File: src/include/irq_pkg.sv
/*
  Shared types and constants of the interrupt controller with two time
  bases: bus carriers, register offsets, field positions, vector table
  and the packed state of the controller.
  Assumes a 32-bit classic Wishbone bus with byte addresses.
*/
package irq_pkg;

  // ---------------------------------------------------------------
  // bus and port carriers
  // ---------------------------------------------------------------
  localparam int ADR_W = 8;

  typedef struct packed {
    logic             cyc;
    logic             stb;
    logic             we;
    logic [ADR_W-1:0] adr;
    logic [3:0]       sel;
    logic [31:0]      dat;
  } wb_req_t;

  typedef struct packed {
    logic        ack;
    logic [31:0] dat;
  } wb_rsp_t;

  // one-cycle event pulses from the peripherals, same clock
  typedef struct packed {
    logic [2:0] tm_match_a;
    logic [2:0] tm_match_p;
    logic       lvd_evt;
    logic       eeprom_evt;
    logic       conv_done;
    logic       ser_byte_done;
    logic       ser_addr_match;
    logic       ser_timeout;
  } src_evt_t;

  typedef struct packed {
    logic       req;
    logic [7:0] vector;
  } core_irq_t;

  // ---------------------------------------------------------------
  // register map (byte offsets) and fields
  // ---------------------------------------------------------------
  localparam logic [ADR_W-1:0] OFS_PSC0     = 8'h00;
  localparam logic [ADR_W-1:0] OFS_PSC1     = 8'h04;
  localparam logic [ADR_W-1:0] OFS_TIME_BASE0_CONTROL     = 8'h08;
  localparam logic [ADR_W-1:0] OFS_TIME_BASE1_CONTROL     = 8'h0C;
  localparam logic [ADR_W-1:0] OFS_IRQ_CTRL = 8'h10;
  localparam logic [ADR_W-1:0] OFS_IRQ_FLAG = 8'h14;
  localparam logic [ADR_W-1:0] OFS_SRC_FLAG = 8'h18;
  localparam logic [ADR_W-1:0] OFS_SRC_EN   = 8'h1C;

  localparam int TBC_RUN      = 7;
  localparam int CTRL_GIE     = 0;
  localparam int CTRL_GRP_EN  = 1;
  localparam int CTRL_CONV_EN = 4;
  localparam int CTRL_TICK_EN = 5;
  localparam int CTRL_SER_EN  = 7;
  localparam int FLAG_GRP     = 0;
  localparam int FLAG_CONV    = 3;
  localparam int FLAG_TICK    = 4;
  localparam int FLAG_SER     = 6;

  localparam logic [7:0]  REG_RESET   = 8'h00;
  localparam logic [1:0]  PSC_SYS     = 2'h0;
  localparam logic [1:0]  PSC_SYS_D4  = 2'h1;
  localparam logic [1:0]  DIV4_LAST   = 2'h3;
  localparam logic [15:0] PERIOD_BASE = 16'h0100;  // 2^8 prescaler ticks

  // ---------------------------------------------------------------
  // vectors, lowest index has highest priority
  // ---------------------------------------------------------------
  localparam int NUM_VEC = 7;
  localparam logic [2:0] IDX_CONV = 3'h3;
  localparam logic [2:0] IDX_TB0  = 3'h4;
  localparam logic [2:0] IDX_TB1  = 3'h5;
  localparam logic [2:0] IDX_SER  = 3'h6;
  localparam logic [NUM_VEC-1:0][7:0] VEC_ADDR =
    {8'h24, 8'h20, 8'h1C, 8'h18, 8'h14, 8'h10, 8'h0C};
  // source flag bits: [2:0] match A, [5:3] match P, 6 lvd, 7 eeprom
  localparam logic [2:0][7:0] GROUP_MASK = {8'hC0, 8'h36, 8'h09};

  // ---------------------------------------------------------------
  // packed controller state
  // ---------------------------------------------------------------
  typedef struct packed {
    logic [1:0][1:0]  psc_sel;
    logic [1:0]       tb_run;
    logic [1:0][2:0]  tb_period;
    logic             gie;
    logic [2:0]       grp_en;
    logic             conv_en;
    logic [1:0]       tick_en;
    logic             ser_en;
    logic [2:0]       grp_flag;
    logic             conv_flag;
    logic [1:0]       tick_flag;
    logic             ser_flag;
    logic [7:0]       src_flag;
    logic [7:0]       src_en;
    logic [1:0][14:0] tb_cnt;
    logic [1:0]       div4;
    logic [2:0]       sub_sync;
    logic             ack;
    logic [31:0]      rdata;
    logic             irq_req;
    logic [2:0]       vec_sel;
    logic [7:0]       vector;
    logic             wake;
  } state_t;

  localparam state_t STATE_RESET = '0;

endpackage : irq_pkg

File: src/verilog/irq_time_base.sv
/*
  Interrupt request and vectoring logic: three grouped interrupts built
  from timer-module, low-voltage and EEPROM source flags, conversion
  done, two time bases with selectable prescaler clocks, and the serial
  module interrupt. Registers sit on a classic Wishbone slave.
  Assumes: the core pulses irq_take for one cycle while irq_req is high,
  pulses ret_irq on a return-from-interrupt, and drives stack_full from
  its own logic; sub_clk is an asynchronous slow clock pin.
*/
// The register offsets and register access over Wishbone are this design's own decisions.
//
// Contract
// - three grouped interrupts from timer, low-voltage and EEPROM flags
// - grouped flag sets when any of its source flags becomes set
// - grouped vector needs its enable, free stack and a requesting source
// - grouped service clears its grouped flag and the global enable
// - conversion done flag sets when a conversion completes
// - conversion vector needs global and own enable and free stack
// - conversion service clears its flag and the global enable
// - each tick flag sets on its own time base overflow
// - tick vector needs global and own enable, free stack; service clears
// - clock source 00 system, 01 system/4, 1x sub clock; resets zero
// - time base 1 period is 2^(8+field) prescaler clocks
// - time base 0 period field selects 2^8 to 2^15 prescaler clocks
// - unused prescaler and time base control bits read as zero
// - each timer module raises match A and match P requests
// - timer vector needs global, own and grouped enable, free stack
// - serial flag sets on byte done, address match or bus timeout
// - serial vector needs global and own enable; service clears its flag and the global enable
// - full stack blocks every interrupt acknowledge
// - any request flag rising wakes the device, enabled or not
// - return from interrupt sets the global enable again
`timescale 1ns/10ps

module irq_time_base
  import irq_pkg::*;
(
  input  wire logic               sys_clk,
  input  wire logic               rst_b,
  input  wire irq_pkg::wb_req_t   wb_req,
  output      irq_pkg::wb_rsp_t   wb_rsp,
  input  wire irq_pkg::src_evt_t  src_evt,
  input  wire logic               sub_clk,
  input  wire logic               stack_full,
  input  wire logic               irq_take,
  input  wire logic               ret_irq,
  output      irq_pkg::core_irq_t core_irq,
  output      logic               wake
);
  import irq_pkg::*;

  // ---------------------------------------------------------------
  // helpers
  // ---------------------------------------------------------------
  state_t              st;
  state_t              next_st;
  logic [1:0]          ovf;
  logic [1:0]          psc_en;
  logic                sub_edge;
  logic                req_hit;
  logic                wr_hit;
  logic [7:0]          src_rise;
  logic [2:0]          grp_hit;
  logic [NUM_VEC-1:0]  pend;

  // last count of a period: 2^(8+sel) - 1
  function automatic logic [14:0] period_last(input logic [2:0] sel);
    logic [15:0] span;
    span = PERIOD_BASE << sel;
    return span[14:0] - 15'h0001;
  endfunction : period_last

  // prescaler clock enable from its source field
  function automatic logic psc_tick(input logic [1:0] src,
                                    input logic       d4,
                                    input logic       sub);
    logic t;
    t = sub;
    if (src == PSC_SYS)
      t = 1'b1;
    else if (src == PSC_SYS_D4)
      t = d4;
    return t;
  endfunction : psc_tick

  // lowest set index wins, i.e. the lowest vector address
  function automatic logic [2:0] first_set(input logic [NUM_VEC-1:0] p);
    logic [2:0] idx;
    idx = 3'h0;
    for (int k = NUM_VEC - 1; k >= 0; k--) begin
      if (p[k])
        idx = 3'(k);
    end
    return idx;
  endfunction : first_set

  // every request flag, used to see any of them rise
  function automatic logic [14:0] all_flags(input state_t s);
    return {s.src_flag, s.ser_flag, s.tick_flag, s.conv_flag, s.grp_flag};
  endfunction : all_flags

  // register read; unused bits come back zero
  function automatic logic [31:0] reg_read(input state_t s,
                                           input logic [ADR_W-1:0] a);
    logic [7:0] v;
    v = 8'h00;
    unique case (a)
      OFS_PSC0:     v = {6'h00, s.psc_sel[0]};
      OFS_PSC1:     v = {6'h00, s.psc_sel[1]};
      OFS_TIME_BASE0_CONTROL:     v = {s.tb_run[0], 4'h0, s.tb_period[0]};
      OFS_TIME_BASE1_CONTROL:     v = {s.tb_run[1], 4'h0, s.tb_period[1]};
      OFS_IRQ_CTRL: v = {s.ser_en, s.tick_en, s.conv_en, s.grp_en, s.gie};
      OFS_IRQ_FLAG: v = {1'b0, s.ser_flag, s.tick_flag, s.conv_flag,
                         s.grp_flag};
      OFS_SRC_FLAG: v = s.src_flag;
      OFS_SRC_EN:   v = s.src_en;
      default:      v = 8'h00;                      // unmapped reads zero
    endcase
    return {24'h000000, v};
  endfunction : reg_read

  // ---------------------------------------------------------------
  // next state
  // ---------------------------------------------------------------
  // order inside: bus write, return, service clear, hardware sets;
  // the sets come last so an event in a clearing cycle is never lost
  always_comb begin
    next_st  = st;
    ovf      = 2'b00;
    psc_en   = 2'b00;
    src_rise = 8'h00;
    grp_hit  = 3'b000;
    pend     = '0;
    req_hit  = wb_req.cyc & wb_req.stb & ~st.ack;
    wr_hit   = req_hit & wb_req.we & wb_req.sel[0];
    sub_edge = st.sub_sync[1] & ~st.sub_sync[2];

    // bus slave: answer one cycle after the request is seen
    next_st.ack = req_hit;
    if (req_hit)
      next_st.rdata = reg_read(st, wb_req.adr);
    if (wr_hit) begin
      unique case (wb_req.adr)
        OFS_PSC0: next_st.psc_sel[0] = wb_req.dat[1:0];
        OFS_PSC1: next_st.psc_sel[1] = wb_req.dat[1:0];
        OFS_TIME_BASE0_CONTROL: begin
          next_st.tb_run[0]    = wb_req.dat[TBC_RUN];
          next_st.tb_period[0] = wb_req.dat[2:0];
        end
        OFS_TIME_BASE1_CONTROL: begin
          next_st.tb_run[1]    = wb_req.dat[TBC_RUN];
          next_st.tb_period[1] = wb_req.dat[2:0];
        end
        OFS_IRQ_CTRL: begin
          next_st.gie     = wb_req.dat[CTRL_GIE];
          next_st.grp_en  = wb_req.dat[CTRL_GRP_EN +: 3];
          next_st.conv_en = wb_req.dat[CTRL_CONV_EN];
          next_st.tick_en = wb_req.dat[CTRL_TICK_EN +: 2];
          next_st.ser_en  = wb_req.dat[CTRL_SER_EN];
        end
        OFS_IRQ_FLAG: begin
          next_st.grp_flag  = wb_req.dat[FLAG_GRP +: 3];
          next_st.conv_flag = wb_req.dat[FLAG_CONV];
          next_st.tick_flag = wb_req.dat[FLAG_TICK +: 2];
          next_st.ser_flag  = wb_req.dat[FLAG_SER];
        end
        OFS_SRC_FLAG: next_st.src_flag = wb_req.dat[7:0];
        OFS_SRC_EN:   next_st.src_en   = wb_req.dat[7:0];
        default: ;                              // unmapped writes dropped
      endcase
    end

    // a return from interrupt reopens the global enable
    if (ret_irq)
      next_st.gie = 1'b1;

    // service: clear only the taken flag; source flags stay for software
    if (irq_take && st.irq_req) begin
      next_st.gie = 1'b0;
      if (st.vec_sel < IDX_CONV)
        next_st.grp_flag[st.vec_sel[1:0]] = 1'b0;
      else if (st.vec_sel == IDX_CONV)
        next_st.conv_flag = 1'b0;
      else if (st.vec_sel == IDX_TB0)
        next_st.tick_flag[0] = 1'b0;
      else if (st.vec_sel == IDX_TB1)
        next_st.tick_flag[1] = 1'b0;
      else
        next_st.ser_flag = 1'b0;
    end

    // prescaler sources: free divide by four and synchronised sub clock
    next_st.div4     = st.div4 + 2'h1;
    next_st.sub_sync = {st.sub_sync[1:0], sub_clk};
    for (int i = 0; i < 2; i++) begin
      psc_en[i] = psc_tick(st.psc_sel[i], st.div4 == DIV4_LAST, sub_edge);
      if (!st.tb_run[i]) begin
        next_st.tb_cnt[i] = 15'h0000;
      end else if (psc_en[i]) begin
        // >= keeps a shortened period from running past its end
        if (st.tb_cnt[i] >= period_last(st.tb_period[i])) begin
          next_st.tb_cnt[i] = 15'h0000;
          ovf[i]            = 1'b1;
        end else begin
          next_st.tb_cnt[i] = st.tb_cnt[i] + 15'h0001;
        end
      end
    end

    // hardware sets win over any clear in the same cycle
    next_st.src_flag = next_st.src_flag |
      {src_evt.eeprom_evt, src_evt.lvd_evt,
       src_evt.tm_match_p, src_evt.tm_match_a};
    src_rise = next_st.src_flag & ~st.src_flag;
    for (int k = 0; k < 3; k++)
      grp_hit[k] = |(src_rise & GROUP_MASK[k]);
    next_st.grp_flag  = next_st.grp_flag | grp_hit;
    next_st.conv_flag = next_st.conv_flag | src_evt.conv_done;
    next_st.tick_flag = next_st.tick_flag | ovf;
    next_st.ser_flag  = next_st.ser_flag | src_evt.ser_byte_done |
      src_evt.ser_addr_match | src_evt.ser_timeout;

    // pending vectors, judged on the state about to be stored
    for (int k = 0; k < 3; k++)
      pend[k] = next_st.gie & next_st.grp_en[k] & next_st.grp_flag[k] &
        |(next_st.src_flag & next_st.src_en & GROUP_MASK[k]);
    pend[IDX_CONV] = next_st.gie & next_st.conv_en &
                     next_st.conv_flag;
    pend[IDX_TB0]  = next_st.gie & next_st.tick_en[0] &
                     next_st.tick_flag[0];
    pend[IDX_TB1]  = next_st.gie & next_st.tick_en[1] &
                     next_st.tick_flag[1];
    pend[IDX_SER]  = next_st.gie & next_st.ser_en &
                     next_st.ser_flag;
    next_st.irq_req = (|pend) & ~stack_full;
    next_st.vec_sel = first_set(pend);
    next_st.vector  = VEC_ADDR[next_st.vec_sel];

    // wake ignores every enable on purpose
    next_st.wake = |(all_flags(next_st) & ~all_flags(st));
  end

  // ---------------------------------------------------------------
  // state register
  // ---------------------------------------------------------------
  // synchronous reset to constants; outputs are all registered
  always_ff @(posedge sys_clk) begin
    if (!rst_b)
      st <= STATE_RESET;
    else
      st <= next_st;
  end

  assign wb_rsp.ack      = st.ack;
  assign wb_rsp.dat      = st.rdata;
  assign core_irq.req    = st.irq_req;
  assign core_irq.vector = st.vector;
  assign wake            = st.wake;
endmodule : irq_time_base

File: config.mk
export PLATFORM = sky130hd
export DESIGN_NAME = irq_time_base
export DESIGN_NICKNAME = d
export VERILOG_FILES = /design/src/include/irq_pkg.sv /design/src/verilog/irq_time_base.sv
export SDC_FILE = /design/constraint.sdc
export NUM_CORES = 1
export LEC_CHECK = 0
export BUFFER_PORTS_ARGS = -buffer_cell sky130_fd_sc_hd__buf_4
export CAP_MARGIN = 20
export CORE_MARGIN = 10
export CORE_UTILIZATION = 60
export CTS_CLUSTER_SIZE = 30
export DETAILED_ROUTE_END_ITERATION = 10
export PLACE_DENSITY = 0.89
export SYNTH_ARGS = -nofsm -noshare
export SYNTH_HDL_FRONTEND = slang
export SYNTH_SLANG_ARGS = --single-unit
File: constraint.sdc
create_clock -name sys_clk -period 8.6 [get_ports sys_clk]
set_input_delay 0.43 -clock sys_clk [delete_from_list [all_inputs] [get_ports sys_clk]]
set_output_delay 0.43 -clock sys_clk [all_outputs]
set_load 0.02 [all_outputs]
== Word level (Yosys, flattened, before mapping) ==
Memories as Yosys holds them, arrays and structs flattened. A register that Yosys moved wholly into a read port is not among the register bits.
Index checks and enable logic that the tools add are counted.

* Flip-flop bits (word level): 92
* Bits in read-only memories: 64
* Bits of input ports: 65
* Output and inout bits: 43
* Logic and storage cells: 151
* Memories kept: 1

{| class="wikitable"
|+ Memory list
! memory !! depth !! bits a word !! rd ports !! clocked after Yosys merged registers in !! wr ports !! line !! RTL
|-
| (no name shown) || 8 || 8 || 1 || 1 || 0 || irq_time_base.sv:237 || <nowiki>next_st.vector = VEC_ADDR[next_st.vec_sel];</nowiki>
|}

* Add/sub/neg operators: 5
* $lt $le $gt $ge: 5
* Equality and inequality tests: 13
* Shift-type cells: 2
* Mux-type cells: 39
* Bitwise logic cells: 40
* Reductions and logical operators: 20

{| class="wikitable"
|+ Operator list
! operator !! count
|-
| one-hot mux 8 bit (8 select lines) || 1
|-
| equality test 8 x 5 -> 1 bit, second input constant || 4
|-
| two-way mux 31 bit || 1
|-
| adder 15 x 1 -> 15 bit, second input constant || 2
|-
| greater-or-equal comparator 15 bit || 2
|-
| two-way mux 15 bit || 2
|-
| << shifter 9 x 3 -> 15 bit, first input constant || 2
|-
| subtractor 15 x 1 -> 15 bit, second input constant || 2
|-
| two-way mux 3 bit || 9
|-
| two-way mux 8 bit || 3
|-
| bitwise AND 1 bit || 23
|-
| two-way mux 1 bit || 19
|-
| bitwise AND 8 bit || 2
|-
| equality test 8 x 4 -> 1 bit, second input constant || 2
|-
| bitwise AND 15 bit || 1
|-
| inverter 15 bit || 1
|-
| OR reduction 15 bit || 1
|-
| two-way mux 7 bit || 2
|-
| AND reduction 2 bit || 6
|-
| equality test 8 x 3 -> 1 bit, second input constant || 1
|-
| logical NOT 8 bit || 1
|-
| inverter 8 bit || 1
|-
| OR 8 bit || 1
|-
| OR reduction 2 bit || 4
|-
| 21 further kinds || 31
|}

== Logic depth before layout (Yosys ltp) ==
Gate-level depths: netlist (run 1).

* Depth in word-level cells: 21
* Depth in mapped cells: 20
* Gate-level depth less buffers: 18

== Worst setup path after synthesis (run 1) ==
OpenSTA, ideal clock, no wires.

* Kind: reg2reg
* Start: reg st[112] in the netlist's numbering
* End: reg core_irq[3] (netlist name)
* Library setup time: 0.072 ns
* Data arrival time: 3.554 ns
* Data required time: 8.528 ns
* Slack: 4.975 ns
* Cell stages (with the launch flop): 20
* Path buffers: 2
* Period minus slack after synthesis: 3.625 ns
* Cells stage by stage: dfxtp_1 -> clkbuf_1 -> or3_1 -> ha_1 -> clkbuf_1 -> xor2_1 -> nor2_1 -> a21oi_1 -> ha_1 -> and4_1 -> a21boi_0 -> a211oi_1 -> o22ai_1 -> a211oi_1 -> o221ai_1 -> o31ai_2 -> inv_1 -> ha_1 -> nand2b_1 -> mux2i_1

{| class="wikitable"
|+ RTL lines
! element !! line !! RTL
|-
| from (decl) || irq_time_base.sv:55 || <nowiki>state_t st;</nowiki>
|-
| from (signal assigned) || irq_time_base.sv:251 || <nowiki>st <= next_st;</nowiki>
|}

==> metrics.txt, run 1 <==
# TYPE chip_impl_metric gauge
chip_impl_info{name="status",value="complete, no violations"} 1
chip_impl_metric{name="worst_slew_margin_rel",unit="%"} 35.7
chip_impl_metric{name="delay_of_the_slowest_cell_on_the_worst_path",unit="ns"} 0.57
chip_impl_metric{name="post_route_cells_drive_above_1_share",unit="%"} 14.1
chip_impl_info{name="grt_setup_unrepaired",value="no"} 1
chip_impl_metric{name="finish.cell_count_without_fillers",unit=""} 820
chip_impl_metric{name="power_density",unit="nW/um2"} 146
chip_impl_metric{name="max-clock-path-buffers",unit=""} 2
chip_impl_metric{name="syn_area",unit="um2"} 5640
chip_impl_metric{name="synth.yosys.warnings",unit=""} 0
chip_impl_metric{name="drcViolationCount",unit=""} 0
chip_impl_metric{name="routed_wirelength",unit="um"} 14100
chip_impl_metric{name="detailedRoute.firstIterationViolations",unit=""} 608
chip_impl_metric{name="synth-seq-area-share",unit="%"} 34.1
chip_impl_metric{name="synth-compound-area-share",unit="%"} 17.2
chip_impl_info{name="synthTopCellsByCount",value="nor2_1 (111), dfxtp_1 (96), a21oi_1 (59)"} 1
chip_impl_metric{name="finalCritPeriodShare",unit="%"} 48.6
chip_impl_metric{name="period_minus_slack",unit="ns"} 4.18
chip_impl_metric{name="multi_input_comb_area",unit="um2"} 3270
chip_impl_metric{name="minimum_setup_slack_in_the_final_design",unit="ns"} 4.42
chip_impl_metric{name="wire_length_of_the_first_global_routing_pass",unit="um"} 23000
chip_impl_info{name="critical_path.endpoint_type",value="flop"} 1
chip_impl_info{name="worst_path_max_delay_cell",value="a211oi_1"} 1
chip_impl_metric{name="rrSetupSlack",unit="ns"} 4.42
chip_impl_metric{name="cts_resized",unit=""} 0
chip_impl_metric{name="timing.critical_path.arrival",unit="ns"} 4.48
chip_impl_metric{name="grt_antenna_before_repair",unit=""} 0
chip_impl_metric{name="tritoncts_num_sinks",unit=""} 96
chip_impl_metric{name="worst_ir_drop_vdd",unit="V"} 0.000115
chip_impl_metric{name="grt_overflow",unit=""} 0
chip_impl_info{name="clock_root_buffer",value="clkbuf_8"} 1
chip_impl_metric{name="synth_top_area_share",unit="%"} 34.1
chip_impl_metric{name="final.fill_count",unit=""} 759
chip_impl_metric{name="clock_skew",unit="ns"} 0.00989
chip_impl_metric{name="cts_hold_buf",unit=""} 0
chip_impl_metric{name="dp_hpwl",unit="um"} 10700
chip_impl_info{name="timing.critical_path.max_delay_family",value="compound AO/OA/AOI/OAI gates"} 1
chip_impl_metric{name="postLayoutCellArea",unit="um2"} 6050
chip_impl_info{name="worst_setup_path_start_kind",value="flop"} 1
chip_impl_info{name="synth_top_cells_by_area",value="dfxtp_1 (34%), nor2_1 (7.4%), buf_4 (5.7%)"} 1
chip_impl_metric{name="ys_ff_latch",unit=""} 96
chip_impl_metric{name="synth_cell_type_count",unit=""} 74
chip_impl_metric{name="dr_total_vias",unit=""} 5073
chip_impl_metric{name="cts-buffers-inserted",unit=""} 9
chip_impl_metric{name="buffer_ports.inserted",unit=""} 52
chip_impl_metric{name="synth-async-reset-ratio",unit="%"} 0
chip_impl_metric{name="antennaDiodeCount",unit=""} 0
chip_impl_metric{name="placementRows",unit=""} 35
chip_impl_metric{name="dpl-instance-area",unit="um2"} 5820
chip_impl_metric{name="post_drt_wl_per_cell",unit="um"} 17.1
chip_impl_metric{name="start_util",unit="%"} 61.3
chip_impl_metric{name="postSynthAreaPerCell",unit="um2"} 8.24
chip_impl_info{name="ys.flop_type",value="dfxtp_1"} 1
chip_impl_metric{name="regArea",unit="um2"} 1920
chip_impl_metric{name="critPathMaxFanout",unit=""} 8
chip_impl_metric{name="min_delay_path_depth",unit=""} 2
chip_impl_metric{name="die_width",unit="um"} 117
chip_impl_info{name="synthDominantAreaCellType",value="dfxtp_1"} 1
chip_impl_metric{name="timing_max_transition_violations_final",unit=""} 0
chip_impl_metric{name="post_synth_and_or_nand_nor_area_fraction",unit="%"} 23.3
chip_impl_info{name="min-delay-start",value="stack_full"} 1
chip_impl_metric{name="post_synth_fa_ha_maj_area_fraction",unit="%"} 4.88
chip_impl_metric{name="place.detailed.instances",unit=""} 803
chip_impl_info{name="synthMostInstantiatedCell",value="nor2_1"} 1
chip_impl_metric{name="die_h",unit="um"} 117
chip_impl_metric{name="fin_tns_setup",unit="ns"} 0
chip_impl_metric{name="dieArea",unit="um2"} 13700
chip_impl_metric{name="worst_r2r_path_depth",unit=""} 17
chip_impl_metric{name="finalHoldViolations",unit=""} 0
chip_impl_metric{name="timing_worst_slew_pin_value",unit="ns"} 0.963
chip_impl_info{name="worst_r2r_endpoint",value="core_irq[3]"} 1
chip_impl_metric{name="hold-worst-slack",unit="ns"} 0.214
chip_impl_metric{name="layout.nets",unit=""} 791
chip_impl_info{name="timing.hold.worst.class",value="input port to flop"} 1
chip_impl_metric{name="avg_vias_per_cell",unit=""} 6.19
chip_impl_metric{name="gp_routability_congestion",unit=""} 0.951
chip_impl_info{name="crit_type",value="flop to flop"} 1
chip_impl_metric{name="power.leakage",unit="nW"} 2.38
chip_impl_info{name="crit-reg2reg-launch",value="st[112]"} 1
chip_impl_metric{name="critPathBufInv",unit=""} 1
chip_impl_metric{name="io_pins",unit=""} 108
chip_impl_metric{name="ant_nets",unit=""} 0
chip_impl_metric{name="area_growth_syn_to_layout",unit="%"} 7.37
chip_impl_metric{name="clkTransAtPathRegs",unit="ns"} 0.10
chip_impl_info{name="hold_path_end",value="core_irq[8]"} 1
chip_impl_metric{name="insertion_delay",unit="ns"} 0.37
chip_impl_metric{name="max_cap_violations",unit=""} 0
chip_impl_info{name="synth_top_family_by_area",value="simple AND/OR/NAND/NOR gates"} 1
chip_impl_metric{name="synthesis.instances",unit=""} 684
chip_impl_metric{name="muxShareOfSynthArea",unit="%"} 6.17
chip_impl_metric{name="grt_pass1_vias",unit=""} 4930
chip_impl_metric{name="cts_setup_buffers",unit=""} 0
chip_impl_info{name="cpMostUsedCell",value="ha_1"} 1
chip_impl_metric{name="design.core.area",unit="um2"} 9200
chip_impl_metric{name="place_ws",unit="ns"} 4.52
chip_impl_metric{name="grt_util_all_layers",unit="%"} 20.6
chip_impl_metric{name="dr.pass1.iters",unit=""} 8
chip_impl_metric{name="post_synth_xor_area_fraction",unit="%"} 4.66
chip_impl_info{name="cts_tree",value="yes"} 1
chip_impl_metric{name="grt_max_degree",unit=""} 56
chip_impl_metric{name="ctsHtreeMaxLevel",unit=""} 3
chip_impl_metric{name="critPathRequiredTime",unit="ns"} 8.90
chip_impl_info{name="ordered_list_of_cells_on_the_worst_path",value="or3_1 -> ha_1 -> nor3_1 -> a21o_1 -> a21oi_1 -> ha_1 -> and4_1 -> a21boi_0 -> a211oi_1 -> o22ai_1 -> a211oi_1 -> o221ai_1 -> o31ai_2 -> inv_1 -> ha_1 -> nand2b_1 -> mux2i_1"} 1
chip_impl_metric{name="synth_enable_flop_cells",unit=""} 0
chip_impl_metric{name="timing.fmax",unit="MHz"} 239
chip_impl_metric{name="setup_viol",unit=""} 0
[cell families after synthesis]
| logic type | after synthesis |
|---|---|
| mux | 25 |
| compound gates | 144 |
| other cells | 1 |
| xor+xnor | 30 |
| fa+ha+maj | 22 |
| flops | 96 |
| simple gates | 269 |
| buf+inv | 97 |
[routing by layer]
metal / up-vias / routed length (um) / GRT usage, %
met5: - / 0 / 0
met4: 0 / 440 / 8.98
li1: 2398 / - / -
met2: 301 / 6610 / 33.7
met3: 55 / 1420 / 4.03
met1: 2319 / 5590 / 25.8
[cell usage in the layout, fill, tap and decap left out, drive strengths merged, types with 9 or more instances in the layout]
master	netlist	final
clkbuf	20	10
inv	25	29
ha	22	22
o22ai	9	9
mux2i	13	13
xnor2	12	12
dfxtp	96	96
a21oi	60	60
o21ai	12	12
nand3	19	19
buf	51	52
nor2	112	112
nor3	17	17
nand4	13	13
xor2	18	18
nand2	52	52
conb	1	28
a211oi	11	11
[registers in the layout, summed over array words and instances, names as in the netlist]
| signal | count |
|---|---|
| wb_rsp | 9 |
| core_irq | 5 |
| st | 79 |
| wake | 1 |
| next_st | 2 |
[where the power goes]
| group | switching [mW] | internal (mW) |
|---|---|---|
| Combinational | 0.0543 | 0.0309 |
| Clock | 0.171 | 0.168 |
| Sequential | 0.00570 | 0.452 |
| Total | 0.231 | 0.650 |
[stage by stage]
step	total power, mW	util, %
after global routing	0.910	65.8
after detailed placement	0.550	63.3
after global placement	0.547	63.3
after CTS	0.881	65.7
final	0.881	65.8
after floorplan	0.530	-
[how the worst max path moves through the flow]
stage                           from          end  slack [ns]  depth (start not counted)
after floorplan              st[112]  core_irq[3]        4.97                         19
after global placement    wb_req[45]  core_irq[3]        4.64                         12
after detailed placement     st[112]  core_irq[3]        4.52                         17
after CTS                    st[112]  core_irq[3]        4.49                         17
after global routing         st[112]  core_irq[3]        4.12                         17
final                        st[112]  core_irq[3]        4.42                         17
[final cells by class]
type / instances / share of cell area, %
tap: 111 / 2.29
timing repair buffer: 53 / 6.57
sequential: 96 / 31.7
inverter: 26 / 1.61
multi-input combinational: 518 / 54.1
clock inverter: 7 / 1.65
clock buffer: 9 / 2.05
Power figures use the tool's default switching activity.
==> inputs of run 2 (changes only) <==
Settings changed: ABC_AREA set to 1, CORE_UTILIZATION 60 to 56, PLACE_DENSITY 0.89 to 0.83.
Clock period 8.6 ns to 4.3 ns, I/O delays scaled along.
==> metrics.txt, run 2 <==
# TYPE chip_impl_metric gauge
chip_impl_metric{name="critPathBufInv",unit=""} 3
chip_impl_metric{name="grt_overflow",unit=""} 0
chip_impl_info{name="worst_setup_path_start_kind",value="flop"} 1
chip_impl_info{name="timing.critical_path.max_delay_family",value="simple AND/OR/NAND/NOR gates"} 1
chip_impl_metric{name="timing.critical_path.arrival",unit="ns"} 3.82
chip_impl_metric{name="start_util",unit="%"} 58.0
chip_impl_metric{name="io_pins",unit=""} 108
chip_impl_metric{name="grt_antenna_before_repair",unit=""} 0
chip_impl_metric{name="dieArea",unit="um2"} 14700
chip_impl_metric{name="hold-worst-slack",unit="ns"} 0.0179
chip_impl_info{name="clock_root_buffer",value="clkbuf_8"} 1
chip_impl_metric{name="grt_pass1_vias",unit=""} 4839
chip_impl_info{name="crit-reg2reg-launch",value="st[114]"} 1
chip_impl_metric{name="clkTransAtPathRegs",unit="ns"} 0.10
chip_impl_metric{name="ys_ff_latch",unit=""} 96
chip_impl_metric{name="fin_tns_setup",unit="ns"} 0
chip_impl_metric{name="buffer_ports.inserted",unit=""} 52
chip_impl_metric{name="ctsHtreeMaxLevel",unit=""} 3
chip_impl_metric{name="place.detailed.instances",unit=""} 978
chip_impl_metric{name="dr_total_vias",unit=""} 5110
chip_impl_info{name="most-common-layout-cells",value="nand2_1 (179), inv_1 (121), dfxtp_1 (96)"} 1
chip_impl_metric{name="min_delay_path_depth",unit=""} 3
chip_impl_metric{name="synth-seq-area-share",unit="%"} 33.4
chip_impl_info{name="regMostFlops",value="st"} 1
chip_impl_metric{name="place_ws",unit="ns"} 0.904
chip_impl_metric{name="critPathRequiredTime",unit="ns"} 4.58
chip_impl_info{name="cts_tree",value="yes"} 1
chip_impl_metric{name="gp_routability_congestion",unit=""} 0.933
chip_impl_metric{name="finish.utilization",unit="%"} 62.7
chip_impl_info{name="ys.flop_type",value="dfxtp_1"} 1
chip_impl_metric{name="timing_worst_slew_pin_value",unit="ns"} 0.675
chip_impl_metric{name="synth_cell_type_count",unit=""} 46
chip_impl_info{name="hold_path_end",value="next_st[47]"} 1
chip_impl_info{name="synthMostInstantiatedCell",value="nand2_1"} 1
chip_impl_metric{name="cts_hold_buf",unit=""} 0
chip_impl_metric{name="routed_wirelength",unit="um"} 13300
chip_impl_metric{name="synthesis.instances",unit=""} 826
chip_impl_info{name="min-delay-start",value="sub_clk"} 1
chip_impl_info{name="status",value="complete, no violations"} 1
chip_impl_metric{name="synth_enable_flop_cells",unit=""} 0
chip_impl_metric{name="synth-async-reset-ratio",unit="%"} 0
chip_impl_metric{name="cts_setup_buffers",unit=""} 0
chip_impl_metric{name="die_h",unit="um"} 121
chip_impl_info{name="grt_setup_unrepaired",value="no"} 1
chip_impl_metric{name="synth.yosys.warnings",unit=""} 0
chip_impl_info{name="crit_path_start",value="st[114]"} 1
chip_impl_metric{name="post_route_cells_drive_above_1_share",unit="%"} 14.2
chip_impl_info{name="critical_path.endpoint_type",value="flop"} 1
chip_impl_metric{name="insertion_delay",unit="ns"} 0.38
chip_impl_info{name="synthDominantAreaCellType",value="dfxtp_1"} 1
chip_impl_metric{name="postLayoutCellArea",unit="um2"} 6210
chip_impl_metric{name="minimum_setup_slack_in_the_final_design",unit="ns"} 0.765
chip_impl_metric{name="die_width",unit="um"} 121
chip_impl_metric{name="cts-buffers-inserted",unit=""} 9
chip_impl_metric{name="worst_ir_drop_vdd",unit="V"} 0.000194
chip_impl_metric{name="layout.nets",unit=""} 943
chip_impl_info{name="most_common_library_cell_in_the_layout_ignoring_fill_and_taps",value="nand2_1"} 1
chip_impl_info{name="crit_type",value="flop to flop"} 1
chip_impl_metric{name="ant_nets",unit=""} 0
chip_impl_metric{name="cts_resized",unit=""} 0
chip_impl_metric{name="antennaDiodeCount",unit=""} 0
chip_impl_metric{name="setup_viol",unit=""} 0
chip_impl_metric{name="tritoncts_num_sinks",unit=""} 96
chip_impl_metric{name="synth_top_area_share",unit="%"} 33.4
chip_impl_metric{name="clock_skew",unit="ns"} 0.0119
chip_impl_metric{name="power.leakage",unit="nW"} 2.91
chip_impl_metric{name="dr.pass1.iters",unit=""} 5
chip_impl_metric{name="finalCritPeriodShare",unit="%"} 82.2
chip_impl_metric{name="timing_max_transition_violations_final",unit=""} 0
chip_impl_metric{name="grt_util_all_layers",unit="%"} 18.0
chip_impl_info{name="timing.hold.worst.class",value="input port to flop"} 1
chip_impl_metric{name="detailedRoute.firstIterationViolations",unit=""} 436
chip_impl_metric{name="worst_slew_margin_rel",unit="%"} 54.9
chip_impl_metric{name="rrSetupSlack",unit="ns"} 0.77
chip_impl_metric{name="avg_vias_per_cell",unit=""} 5.14
chip_impl_metric{name="area_growth_syn_to_layout",unit="%"} 8.05
chip_impl_info{name="worst_path_max_delay_cell",value="dfxtp_1"} 1
chip_impl_info{name="worst_r2r_endpoint",value="core_irq[3]"} 1
chip_impl_metric{name="totalPowerFinal",unit="mW"} 1.72
chip_impl_metric{name="syn_area",unit="um2"} 5750
chip_impl_metric{name="design.core.area",unit="um2"} 9910
chip_impl_metric{name="finish.cell_count_without_fillers",unit=""} 994
chip_impl_metric{name="flip_flop_count_of_the_largest_register_after_layout",unit=""} 79
chip_impl_metric{name="postSynthAreaPerCell",unit="um2"} 6.96
chip_impl_metric{name="timing.fmax",unit="MHz"} 283
chip_impl_metric{name="max_cap_violations",unit=""} 0
chip_impl_metric{name="post_drt_wl_per_cell",unit="um"} 13.3
chip_impl_info{name="synthTopCellsByCount",value="nand2_1 (179), inv_1 (121), dfxtp_1 (96)"} 1
chip_impl_metric{name="finalHoldViolations",unit=""} 0
chip_impl_metric{name="wire_length_of_the_first_global_routing_pass",unit="um"} 22100
chip_impl_metric{name="max-clock-path-buffers",unit=""} 2
chip_impl_info{name="synth_top_cells_by_area",value="dfxtp_1 (33%), nand2_1 (12%), inv_1 (7.9%)"} 1
chip_impl_metric{name="delay_of_the_slowest_cell_on_the_worst_path",unit="ns"} 0.47
chip_impl_metric{name="critPathMaxFanout",unit=""} 8
chip_impl_metric{name="dp_hpwl",unit="um"} 10100
chip_impl_metric{name="power_density",unit="nW/um2"} 277
chip_impl_info{name="cpMostUsedCell",value="nand2_1"} 1
chip_impl_metric{name="dpl-instance-area",unit="um2"} 5990
chip_impl_metric{name="placementRows",unit=""} 36
chip_impl_metric{name="worst_r2r_path_depth",unit=""} 25
chip_impl_metric{name="drcViolationCount",unit=""} 0
chip_impl_metric{name="period_minus_slack",unit="ns"} 3.53
chip_impl_metric{name="grt_max_degree",unit=""} 38
[run 2: cell count changes in the layout (fill, tap and decap cells not counted), sizes merged, moves of 9 or more]
cell / change
a21oi: -13
inv: +96
mux2i: -13
nand2: +142
nand3: +45
nor2: -14
o21ai: +23
xnor2: -9
[run 2: worst max path at each step]
| stage | to | slack (ns) | depth (start not counted) |
|---|---|---|---|
| after floorplan | core_irq[3] | 1.23 | 26 |
| after global placement | core_irq[3] | 0.91 | 25 |
| after detailed placement | core_irq[3] | 0.90 | 25 |
| after CTS | core_irq[3] | 0.77 | 25 |
| after global routing | core_irq[3] | 0.46 | 25 |
| final | core_irq[3] | 0.77 | 25 |
[run 2: area by class of cell]
cell class	count	area (um2)
sequential	96	1920
timing repair buffer	52	390
inverter	125	469
clock buffer	9	124
tap	133	166
clock inverter	7	96.3
fill	890	3690
multi-input combinational	572	3050
[run 2: power breakdown]
part,internal (mW),switching (mW)
sequential,0.903,0.00588
combinational,0.0497,0.102
clock,0.327,0.333
[run 2: cell families (layout without fill, tap and decap cells)]
kind of cell | after synthesis | in the layout | synth area share [%]
AO/OA/AOI/OAI | 114 | 114 | 11.8
XOR/XNOR | 15 | 15 | 2.28
adder cells (fa/ha/maj) | 22 | 22 | 4.79
buffers and inverters | 185 | 193 | 15.4
flip-flops | 96 | 96 | 33.4
other | 1 | 28 | 0.0652
AND/OR/NAND/NOR | 393 | 393 | 32.3
[run 2: routing by layer]
metal	share of wire, %	track usage, %	vias to the layer above
met1	45	22.5	2309
li1	-	-	2632
met2	46	29.4	143
met5	0	0	-
met3	5.5	3.54	26
met4	2.9	8.05	0
[run 2: worst reg2reg max path: stages, from the launching register on]
cell,delay (ns)
dfxtp_1,0.47
inv_1,0.15
nand3_1,0.11
ha_1,0.18
o21ai_0,0.13
a21oi_1,0.18
xor2_1,0.18
ha_1,0.26
nand2_1,0.09
inv_1,0.04
nand2_1,0.05
nand2_1,0.05
a21oi_1,0.19
nand2_1,0.14
nand3_1,0.17
nand2_1,0.10
nand2_1,0.15
nand3_1,0.08
nand2_1,0.06
nand2_1,0.05
nand2_1,0.05
nand2_1,0.11
ha_1,0.31
inv_1,0.04
nand3_1,0.07
nand2_1,0.05
